**config.mk**
```make
export PLATFORM = sky130hd
export DESIGN_NAME = sph_top
export DESIGN_NICKNAME = d
export VERILOG_FILES = /design/src/common/sph_pkg.sv /design/src/rtl/sph_top.sv /design/src/rtl/sph_fifo.sv
export SDC_FILE = /design/constraint.sdc
export NUM_CORES = 1
export LEC_CHECK = 0
export BUFFER_PORTS_ARGS = -buffer_cell sky130_fd_sc_hd__buf_2
export CORE_AREA = 2 2 158 160
export CTS_BUF_LIST = sky130_fd_sc_hd__clkbuf_16
export CTS_CLUSTER_DIAMETER = 200
export DETAILED_ROUTE_END_ITERATION = 10
export DIE_AREA = 0 0 160 162
export GPL_ROUTABILITY_DRIVEN = 0
export GPL_TIMING_DRIVEN = 0
export PLACE_DENSITY = 0.52
export SLEW_MARGIN = 40
export SYNTH_ARGS = -nofsm -noshare
export SYNTH_HDL_FRONTEND = slang
export SYNTH_SLANG_ARGS = --single-unit
```
**constraint.sdc**
```tcl
create_clock -name ref_clk_in -period 4.95 [get_ports ref_clk_in]
set_input_delay 0.99 -clock ref_clk_in [delete_from_list [all_inputs] [get_ports ref_clk_in]]
set_output_delay 0.99 -clock ref_clk_in [all_outputs]
set_load 0.02 [all_outputs]
```
**src/common/sph_pkg.sv**
```systemverilog
// shared constants for the serial port with line handshake
package sph_pkg;
    localparam int unsigned CLK_HZ    = 32'h02fa_f080;
    localparam int unsigned BAUD_1200 = 32'h0000_04b0;
    localparam int unsigned BAUD_2400 = 32'h0000_0960;
    localparam int unsigned BAUD_4800 = 32'h0000_12c0;
    localparam int unsigned BAUD_9600 = 32'h0000_2580;
    localparam int          CNT_W     = 16;
    localparam logic [1:0]  SEL_1200  = 2'h0;
    localparam logic [1:0]  SEL_2400  = 2'h1;
    localparam logic [1:0]  SEL_4800  = 2'h2;
    localparam logic [1:0]  SEL_9600  = 2'h3;
    localparam logic [3:0]  LAST_BIT  = 4'ha;
    localparam logic [3:0]  PAR_BIT   = 4'h8;
    localparam logic [3:0]  STOP_BIT  = 4'h9;
    localparam logic [7:0]  CHAR_NL   = 8'h0a;
    localparam logic [7:0]  CHAR_ETX  = 8'h03;
    localparam int          FIFO_D    = 8;
    localparam int          FIFO_W    = 10;
    localparam int          PERR_POS  = 8;
    localparam int          FERR_POS  = 9;
endpackage : sph_pkg

```
**src/rtl/sph_top.sv**
```systemverilog
// serial port with line handshake, fixed 11 bit frames
// Contract
// - each character is one start bit, eight data or parity bits and two stop bits.
// - data is seven bits plus even or odd parity, or eight bits without parity.
// - transmit and receive share one of the rates 1200, 2400, 4800 or 9600 baud.
// - ready-to-receive drops when the input buffer is full and returns when space frees.
// - ready-to-receive stays low from a processed query until its response is sent.
// - each character waits for the host ready input, ready-to-receive low meanwhile.
// - a received control-C aborts work in progress and discards pending output.
// - each response ends with exactly one newline character.
`timescale 1ns/1ps
`default_nettype none
module sph_top
    import sph_pkg::*;
#(
    parameter logic [15:0] BIT_CYC_1200 = 16'(sph_pkg::CLK_HZ / sph_pkg::BAUD_1200),
    parameter logic [15:0] BIT_CYC_2400 = 16'(sph_pkg::CLK_HZ / sph_pkg::BAUD_2400),
    parameter logic [15:0] BIT_CYC_4800 = 16'(sph_pkg::CLK_HZ / sph_pkg::BAUD_4800),
    parameter logic [15:0] BIT_CYC_9600 = 16'(sph_pkg::CLK_HZ / sph_pkg::BAUD_9600)
) (
    input  wire logic       ref_clk_in,
    input  wire logic       sys_rst_in,
    input  wire logic       rxd_in,
    input  wire logic       dsr_in,
    output logic            txd_out,
    output logic            dtr_out,
    input  wire logic [1:0] baud_sel_in,
    input  wire logic       parity_en_in,
    input  wire logic       parity_odd_in,
    output logic [7:0]      rx_data_out,
    output logic            rx_perr_out,
    output logic            rx_ferr_out,
    output logic            rx_valid_out,
    input  wire logic       rx_ready_in,
    input  wire logic [7:0] tx_data_in,
    input  wire logic       tx_last_in,
    input  wire logic       tx_valid_in,
    output logic            tx_ready_out,
    input  wire logic       resp_start_in,
    output logic            clr_out
);
    import sph_pkg::*;

    typedef enum logic [1:0] {TX_IDLE, TX_WAIT, TX_SHIFT} sph_tx_t;
    typedef enum logic       {RX_IDLE, RX_BIT} sph_rx_t;

    logic [1:0]       rxd_sy_q;
    logic [1:0]       dsr_sy_q;
    logic             rxd_s;
    logic             dsr_s;
    logic [CNT_W-1:0] bit_len;
    sph_rx_t          rx_st_q;
    logic [CNT_W-1:0] rx_cnt_q;
    logic [3:0]       rx_idx_q;
    logic [7:0]       rx_sh_q;
    logic             rx_ferr_q;
    logic             rx_done_q;
    logic [7:0]       rx_char;
    logic             rx_etx;
    logic             rx_push;
    logic [FIFO_W-1:0] fifo_in;
    logic [FIFO_W-1:0] fifo_out;
    logic             fifo_in_rdy;
    sph_tx_t          tx_st_q;
    logic [CNT_W-1:0] tx_cnt_q;
    logic [3:0]       tx_idx_q;
    logic [10:0]      tx_sh_q;
    logic             tx_acc;
    logic             nl_pend_q;
    logic             nl_busy_q;
    logic             resp_pend_q;
    logic [7:0]       tx_char;

    ////////////////////////////////////////////////////////////////////////
    // pin synchronisers
    always_ff @(posedge ref_clk_in or posedge sys_rst_in) begin
        if (sys_rst_in) begin
            rxd_sy_q <= 2'h3;
            dsr_sy_q <= 2'h0;
        end else begin
            rxd_sy_q <= {rxd_sy_q[0], rxd_in};
            dsr_sy_q <= {dsr_sy_q[0], dsr_in};
        end
    end
    assign rxd_s = rxd_sy_q[1];
    assign dsr_s = dsr_sy_q[1];

    always_comb begin
        case (baud_sel_in)
            SEL_1200: bit_len = BIT_CYC_1200;
            SEL_2400: bit_len = BIT_CYC_2400;
            SEL_4800: bit_len = BIT_CYC_4800;
            default:  bit_len = BIT_CYC_9600;
        endcase
    end

    ////////////////////////////////////////////////////////////////////////
    // receiver
    always_ff @(posedge ref_clk_in or posedge sys_rst_in) begin
        if (sys_rst_in) begin
            rx_st_q   <= RX_IDLE;
            rx_cnt_q  <= '0;
            rx_idx_q  <= '0;
            rx_sh_q   <= '0;
            rx_ferr_q <= 1'b0;
            rx_done_q <= 1'b0;
        end else begin
            rx_done_q <= 1'b0;
            case (rx_st_q)
                RX_IDLE: begin
                    if (!rxd_s) begin
                        rx_st_q   <= RX_BIT;
                        rx_cnt_q  <= bit_len >> 1;
                        rx_idx_q  <= '0;
                        rx_ferr_q <= 1'b0;
                    end
                end
                RX_BIT: begin
                    if (rx_cnt_q != '0) begin
                        rx_cnt_q <= rx_cnt_q - 1'b1;
                    end else begin
                        rx_cnt_q <= bit_len - 1'b1;
                        rx_idx_q <= rx_idx_q + 1'b1;
                        if (rx_idx_q == '0 && rxd_s) begin
                            rx_st_q <= RX_IDLE;
                        end else if (rx_idx_q != '0 && rx_idx_q <= PAR_BIT) begin
                            rx_sh_q <= {rxd_s, rx_sh_q[7:1]};
                        end else if (rx_idx_q >= STOP_BIT) begin
                            if (!rxd_s) begin
                                rx_ferr_q <= 1'b1;
                            end
                            if (rx_idx_q == LAST_BIT) begin
                                rx_st_q   <= RX_IDLE;
                                rx_done_q <= 1'b1;
                            end
                        end
                    end
                end
                default: rx_st_q <= RX_IDLE;
            endcase
        end
    end

    assign rx_char = parity_en_in ? {1'b0, rx_sh_q[6:0]} : rx_sh_q;
    assign rx_etx  = (rx_char == CHAR_ETX);
    assign rx_push = rx_done_q && !rx_etx;
    assign fifo_in[7:0]     = rx_char;
    assign fifo_in[PERR_POS] = parity_en_in && (^rx_sh_q ^ parity_odd_in);
    assign fifo_in[FERR_POS] = rx_ferr_q;

    sph_fifo #(.W(FIFO_W), .D(FIFO_D)) u_rx_fifo (
        .clk_in        (ref_clk_in),
        .rst_in        (sys_rst_in),
        .in_data_in    (fifo_in),
        .in_valid_in   (rx_push),
        .in_ready_out  (fifo_in_rdy),
        .out_data_out  (fifo_out),
        .out_valid_out (rx_valid_out),
        .out_ready_in  (rx_ready_in)
    );
    assign rx_data_out = fifo_out[7:0];
    assign rx_perr_out = fifo_out[PERR_POS];
    assign rx_ferr_out = fifo_out[FERR_POS];

    ////////////////////////////////////////////////////////////////////////
    // device clear, response tracking and holdoff
    always_ff @(posedge ref_clk_in or posedge sys_rst_in) begin
        if (sys_rst_in) begin
            clr_out <= 1'b0;
        end else begin
            clr_out <= rx_done_q && rx_etx;
        end
    end

    always_ff @(posedge ref_clk_in or posedge sys_rst_in) begin
        if (sys_rst_in) begin
            resp_pend_q <= 1'b0;
        end else if (resp_start_in) begin
            resp_pend_q <= 1'b1;
        end else if (clr_out || (nl_busy_q && tx_st_q == TX_SHIFT
                     && tx_idx_q == LAST_BIT && tx_cnt_q == '0)) begin
            resp_pend_q <= 1'b0;
        end
    end

    always_ff @(posedge ref_clk_in or posedge sys_rst_in) begin
        if (sys_rst_in) begin
            dtr_out <= 1'b0;
        end else begin
            dtr_out <= fifo_in_rdy && !resp_pend_q
                       && !resp_start_in
                       && !(tx_st_q == TX_WAIT && !dsr_s);
        end
    end

    ////////////////////////////////////////////////////////////////////////
    // transmitter
    assign tx_acc  = tx_st_q == TX_IDLE && tx_ready_out && tx_valid_in
                     && !clr_out;
    assign tx_char = nl_pend_q ? CHAR_NL : tx_data_in;

    always_ff @(posedge ref_clk_in or posedge sys_rst_in) begin
        if (sys_rst_in) begin
            nl_pend_q    <= 1'b0;
            tx_ready_out <= 1'b0;
        end else begin
            if (clr_out) begin
                nl_pend_q <= 1'b0;
            end else if (tx_acc && tx_last_in) begin
                nl_pend_q <= 1'b1;
            end else if (tx_st_q == TX_IDLE) begin
                nl_pend_q <= 1'b0;
            end
            tx_ready_out <= tx_st_q == TX_IDLE && !nl_pend_q && !tx_acc
                            && !clr_out;
        end
    end

    always_ff @(posedge ref_clk_in or posedge sys_rst_in) begin
        if (sys_rst_in) begin
            tx_st_q   <= TX_IDLE;
            tx_cnt_q  <= '0;
            tx_idx_q  <= '0;
            tx_sh_q   <= '1;
            nl_busy_q <= 1'b0;
            txd_out   <= 1'b1;
        end else begin
            txd_out <= (tx_st_q == TX_SHIFT) ? tx_sh_q[0] : 1'b1;
            case (tx_st_q)
                TX_IDLE: begin
                    if (!clr_out && (nl_pend_q || tx_acc)) begin
                        tx_st_q   <= TX_WAIT;
                        nl_busy_q <= nl_pend_q;
                        tx_sh_q   <= {2'h3, parity_en_in ?
                                      (^tx_char[6:0] ^ parity_odd_in) :
                                      tx_char[7], tx_char[6:0], 1'b0};
                    end
                end
                TX_WAIT: begin
                    if (clr_out) begin
                        tx_st_q <= TX_IDLE;
                    end else if (dsr_s) begin
                        tx_st_q  <= TX_SHIFT;
                        tx_cnt_q <= bit_len - 1'b1;
                        tx_idx_q <= '0;
                    end
                end
                TX_SHIFT: begin
                    if (tx_cnt_q != '0) begin
                        tx_cnt_q <= tx_cnt_q - 1'b1;
                    end else begin
                        tx_cnt_q <= bit_len - 1'b1;
                        tx_idx_q <= tx_idx_q + 1'b1;
                        tx_sh_q  <= {1'b1, tx_sh_q[10:1]};
                        if (tx_idx_q == LAST_BIT) begin
                            tx_st_q <= TX_IDLE;
                        end
                    end
                end
                default: tx_st_q <= TX_IDLE;
            endcase
        end
    end
endmodule : sph_top
`default_nettype wire

```
**src/rtl/sph_fifo.sv**
```systemverilog
// receive buffer fifo with registered read data
`timescale 1ns/1ps
`default_nettype none
module sph_fifo #(
    parameter int W = 10,
    parameter int D = 8
) (
    input  wire logic         clk_in,
    input  wire logic         rst_in,
    input  wire logic [W-1:0] in_data_in,
    input  wire logic         in_valid_in,
    output logic              in_ready_out,
    output logic      [W-1:0] out_data_out,
    output logic              out_valid_out,
    input  wire logic         out_ready_in
);
    localparam int AW = $clog2(D);
    logic [W-1:0] mem_q [D];
    logic [AW-1:0] wr_q;
    logic [AW-1:0] rd_q;
    logic [AW:0]   cnt_q;
    logic          push;
    logic          load;

    assign in_ready_out = (cnt_q != (AW+1)'(D));
    assign push = in_valid_in && in_ready_out;
    assign load = (cnt_q != '0) && (!out_valid_out || out_ready_in);

    ////////////////////////////////////////////////////////////////////////
    always_ff @(posedge clk_in) begin
        if (push) begin
            mem_q[wr_q] <= in_data_in;
        end
    end

    always_ff @(posedge clk_in or posedge rst_in) begin
        if (rst_in) begin
            wr_q  <= '0;
            rd_q  <= '0;
            cnt_q <= '0;
        end else begin
            if (push) begin
                wr_q <= (wr_q == AW'(D-1)) ? '0 : wr_q + 1'b1;
            end
            if (load) begin
                rd_q <= (rd_q == AW'(D-1)) ? '0 : rd_q + 1'b1;
            end
            cnt_q <= cnt_q + (AW+1)'(push) - (AW+1)'(load);
        end
    end

    always_ff @(posedge clk_in or posedge rst_in) begin
        if (rst_in) begin
            out_valid_out <= 1'b0;
            out_data_out  <= '0;
        end else if (load) begin
            out_valid_out <= 1'b1;
            out_data_out  <= mem_q[rd_q];
        end else if (out_ready_in) begin
            out_valid_out <= 1'b0;
        end
    end
endmodule : sph_fifo
`default_nettype wire

```
==> flow_metrics.py <==
metrics = {
    "run_status": {
        "outcome": "finished, final reports clean",
    },
    "timing": {
        "layout_min_cycle_time_ps": 3080,
        "slew-limit-headroom_pct": 47.8,
        "timing.fmax_mhz": 325,
        "worst_slew_pin_slew_ps": 773,
        "finalClockSkew_ps": 11.9,
        "rsz0062_at_grt": "no",
        "finalHoldViolations": 0,
        "setup_viol": 0,
        "min_period_over_period_pct": 62.2,
        "setup_tns_ps": 0,
        "drv_slew": 0,
    },
    "pwr": {
        "power_frac_seq_pct": 43.0,
        "p_int_mw": 3.04,
        "leakage_nw": 3.77,
        "power_frac_clock_pct": 29.0,
        "swShare_pct": 34.3,
        "ir_drop_mv": 0.262,
        "power.switching_mw": 1.59,
        "powerDensity_nw_per_um2": 482,
        "combPwrFrac_pct": 27.9,
    },
    "cts": {
        "numCtsBuffers": 17,
        "cts_hold_buf": 0,
        "cts-htree-levels": 4,
        "post-cts-setup-buffers": 0,
        "cts_root_buf": "clkbuf_16",
        "cts.clk_slew.worst_paths_ps": 70,
        "clk_path_buf_depth": 2,
        "ctsResizeCount": 0,
        "clk_latency_ps": 430,
        "clock_sinks": 174,
        "tritoncts": "yes",
    },
    "cells_and_area": {
        "drive_gt1_share_pct": 18.6,
        "register_area_um2": 4770,
        "nets": 803,
        "diodes": 0,
        "multiInputGateArea_um2": 3380,
        "final_common_cell": "dfrtp_1",
        "final_cell_area_um2": 9610,
        "final_util_pct": 39.9,
        "layout_common_cells": "dfrtp_1, edfxtp_1, nand2_1",
        "fill_cells": 2373,
        "area_delta_synth_final_pct": 15.3,
    },
    "die": {
        "initial_core_util_pct": 34.6,
        "rows": 57,
        "coreArea_um2": 24100,
        "die_area_um2": 25900,
        "die_w_um": 160,
        "boundaryPins": 35,
        "fp.dieH_um": 162,
    },
    "place": {
        "dp_hpwl_um": 13500,
        "place_area_um2": 9030,
        "portBuffers": 34,
    },
    "worst_setup_path": {
        "cp_max_fo": 10,
        "r2r_setup_slack_ps": 2060,
        "path_cells": "buf_2, nor2b_1, or4b_2, nand3_1, inv_1, nand2_1, nor2_2",
        "cp_data_required_time_ps": 5000,
        "endpoint_kind": "flop",
        "crit_family": "simple AND/OR/NAND/NOR gates",
        "crit_slowest_cell": "nor2_2",
        "critPathArrivalTime_ps": 3130,
        "reg2reg_depth": 9,
        "critical_path_buf_inv_count": 2,
        "r2r-end": "u_rx_fifo.cnt_q[2]",
        "crit_type": "in2reg",
        "start_kind": "input port",
        "reg2reg_from": "rx_sh_q[4]",
        "critPathMaxStageDelay_ps": 640,
    },
    "synthesis": {
        "synth_top_cell_area_share_pct": 28.8,
        "synth_fp_nets": 742,
        "ys_seq_area_share_pct": 57.2,
        "synthFlopType": "dfrtp_1",
        "syn-cell-area_um2": 8340,
        "ys_types": 66,
        "synth_edf_count": 80,
        "synthCells": 690,
        "synth-seq-cells": 174,
        "synth_top_area_cell": "edfxtp_1",
        "avgSynthCellArea_um2": 12.1,
        "synth_area_leaders": "edfxtp_1, dfrtp_1, mux4_2",
        "async_flop_share_pct": 54.0,
        "yosys_warnings": 0,
    },
    "worst_hold_path": {
        "holdPathEnd": "rxd_sy_q[1]",
        "hp-class": "reg2reg",
        "holdPathStages": 0,
        "min_from": "rxd_sy_q[0]",
    },
    "routing": {
        "drt-initial-drc-count": 459,
        "route.detailed.drc": 0,
        "wl_um": 19300,
        "drt-pass1-iter-count": 5,
        "vias": 5719,
        "wl_per_cell_um": 17.8,
        "antenna_left": 0,
        "vias_per_cell": 5.26,
    },
    "global_routing": {
        "first_global_vias": 5866,
        "antenna_found_initial": 0,
        "grt_pass1_wl_um": 31800,
        "track_usage_pct": 15.7,
        "grt_max_degree": 58,
        "grt_overflow": 0,
    },
    "job": {
        "max_cap_viol_count": 0,
    },
}
## cell families after synthesis
group | after synthesis | synth area share, %
and+or+nand+nor | 221 | 13.6
DFF | 174 | 57.2
AOI/OAI and AO/OA | 135 | 10.1
buffers and inverters | 56 | 2.61
muxes | 50 | 9.15
adders and majority gates | 32 | 4.89
xor gates and xnor gates | 22 | 2.48
## worst register-to-register path: cells and delay by family (launching register included)
kind	cells	cell delay, ps
buffers and inverters	2	290
adders and majority gates	3	800
xor gates and xnor gates	1	150
DFF	1	490
and+or+nand+nor	3	1050
## synth_stat cells (2+ instances only)
| cell type | number |
|---|---|
| dfrtp_1 | 82 |
| edfxtp_1 | 80 |
| nand2_1 | 52 |
| nor2_1 | 52 |
| a21oi_1 | 40 |
| o21ai_0 | 38 |
| ha_1 | 31 |
| inv_1 | 29 |
| nor3_1 | 24 |
| nand3_1 | 22 |
| mux2i_1 | 20 |
| mux4_2 | 20 |
| clkbuf_1 | 19 |
| xnor2_1 | 18 |
| dfstp_2 | 12 |
| or3_1 | 12 |
| a211oi_1 | 11 |
| mux2_2 | 10 |
| nor3b_1 | 10 |
| nor2b_1 | 8 |
| nor4_1 | 7 |
| a31oi_1 | 6 |
| nand2b_1 | 6 |
| buf_2 | 5 |
| o211ai_1 | 5 |
| a31o_2 | 4 |
| nand4_1 | 4 |
| a21o_1 | 3 |
| a22oi_1 | 3 |
| nand3b_1 | 3 |
| o22ai_1 | 3 |
| o31ai_1 | 3 |
| or4_1 | 3 |
| xor2_1 | 3 |
| a2bb2oi_1 | 2 |
| a311oi_1 | 2 |
| and3_1 | 2 |
| and4_1 | 2 |
| buf_1 | 2 |
| nand4b_1 | 2 |
| nor4b_1 | 2 |
| o2bb2ai_1 | 2 |
| o311ai_0 | 2 |
| or2_2 | 2 |
## registers in the layout, summed over array words and instances, names as in the netlist, 2 cells and up
signal / flops
tx_cnt_q: 16
tx_st_q: 2
dsr_sy_q: 2
u_rx_fifo.wr_q: 3
tx_idx_q: 4
tx_sh_q: 9
rxd_sy_q: 2
rx_cnt_q: 16
u_rx_fifo.cnt_q: 4
u_rx_fifo.mem_q: 80
u_rx_fifo.rd_q: 3
rx_sh_q: 8
u_rx_fifo.out_data_out: 10
rx_idx_q: 4
## cell type report
type	instances	share of cell area, %
well taps	324	4.22
repair buffers	42	2.53
plain buffers	27	1.15
clock inverters	15	1.64
inverters	29	1.21
multi-input cells	460	35.2
flip-flops and latches	174	49.6
clock buffers	17	4.43
## power by group through the flow
stage,Sequential [mW],Combinational (mW),Clock [mW]
floorplan,2.01,0.923,0
global placement,2.00,1.26,0
detailed placement,2.01,1.30,0
CTS,1.99,1.31,1.37
global route,2.03,1.47,1.43
finish,1.99,1.29,1.34
## how the worst max path moves through the flow
stage	startpoint	endpoint	slack, ps	cells past startpoint
3_3_place_gp	sys_rst_in	u_rx_fifo.out_data_out[3]	200	2
2_1_floorplan	sys_rst_in	clr_out	1530	1
5_1_grt	parity_en_in	u_rx_fifo.mem_q[1][8]	1570	8
3_5_place_dp	parity_en_in	u_rx_fifo.mem_q[7][9]	1400	7
4_1_cts	parity_en_in	u_rx_fifo.mem_q[7][7]	1850	7
6_report	parity_en_in	u_rx_fifo.mem_q[7][6]	1870	7
## metal layers
metal	wire length, µm	share of wire (%)	vias up	GRT usage, %
met3	695	3.6	26	2.91
met4	312	1.6	0	5.53
met2	9270	48	134	25.3
li1	-	-	2687	-
met5	0	0	-	0
met1	9070	47	2872	21.5
## per-stage QoR
step / total power [mW] / cells / setup WS, ps / hold WS [ps]
6_report: 4.63 / 1088 / 1870 / 356
4_1_cts: 4.67 / 1088 / 1850 / 357
3_5_place_dp: 3.32 / 1056 / 1400 / 345
5_1_grt: 4.94 / 1088 / 1570 / 365
2_1_floorplan: 2.93 / 690 / 1530 / 331
3_3_place_gp: 3.27 / 1048 / 197 / 347
No activity file was read; power rests on OpenSTA's default activity.
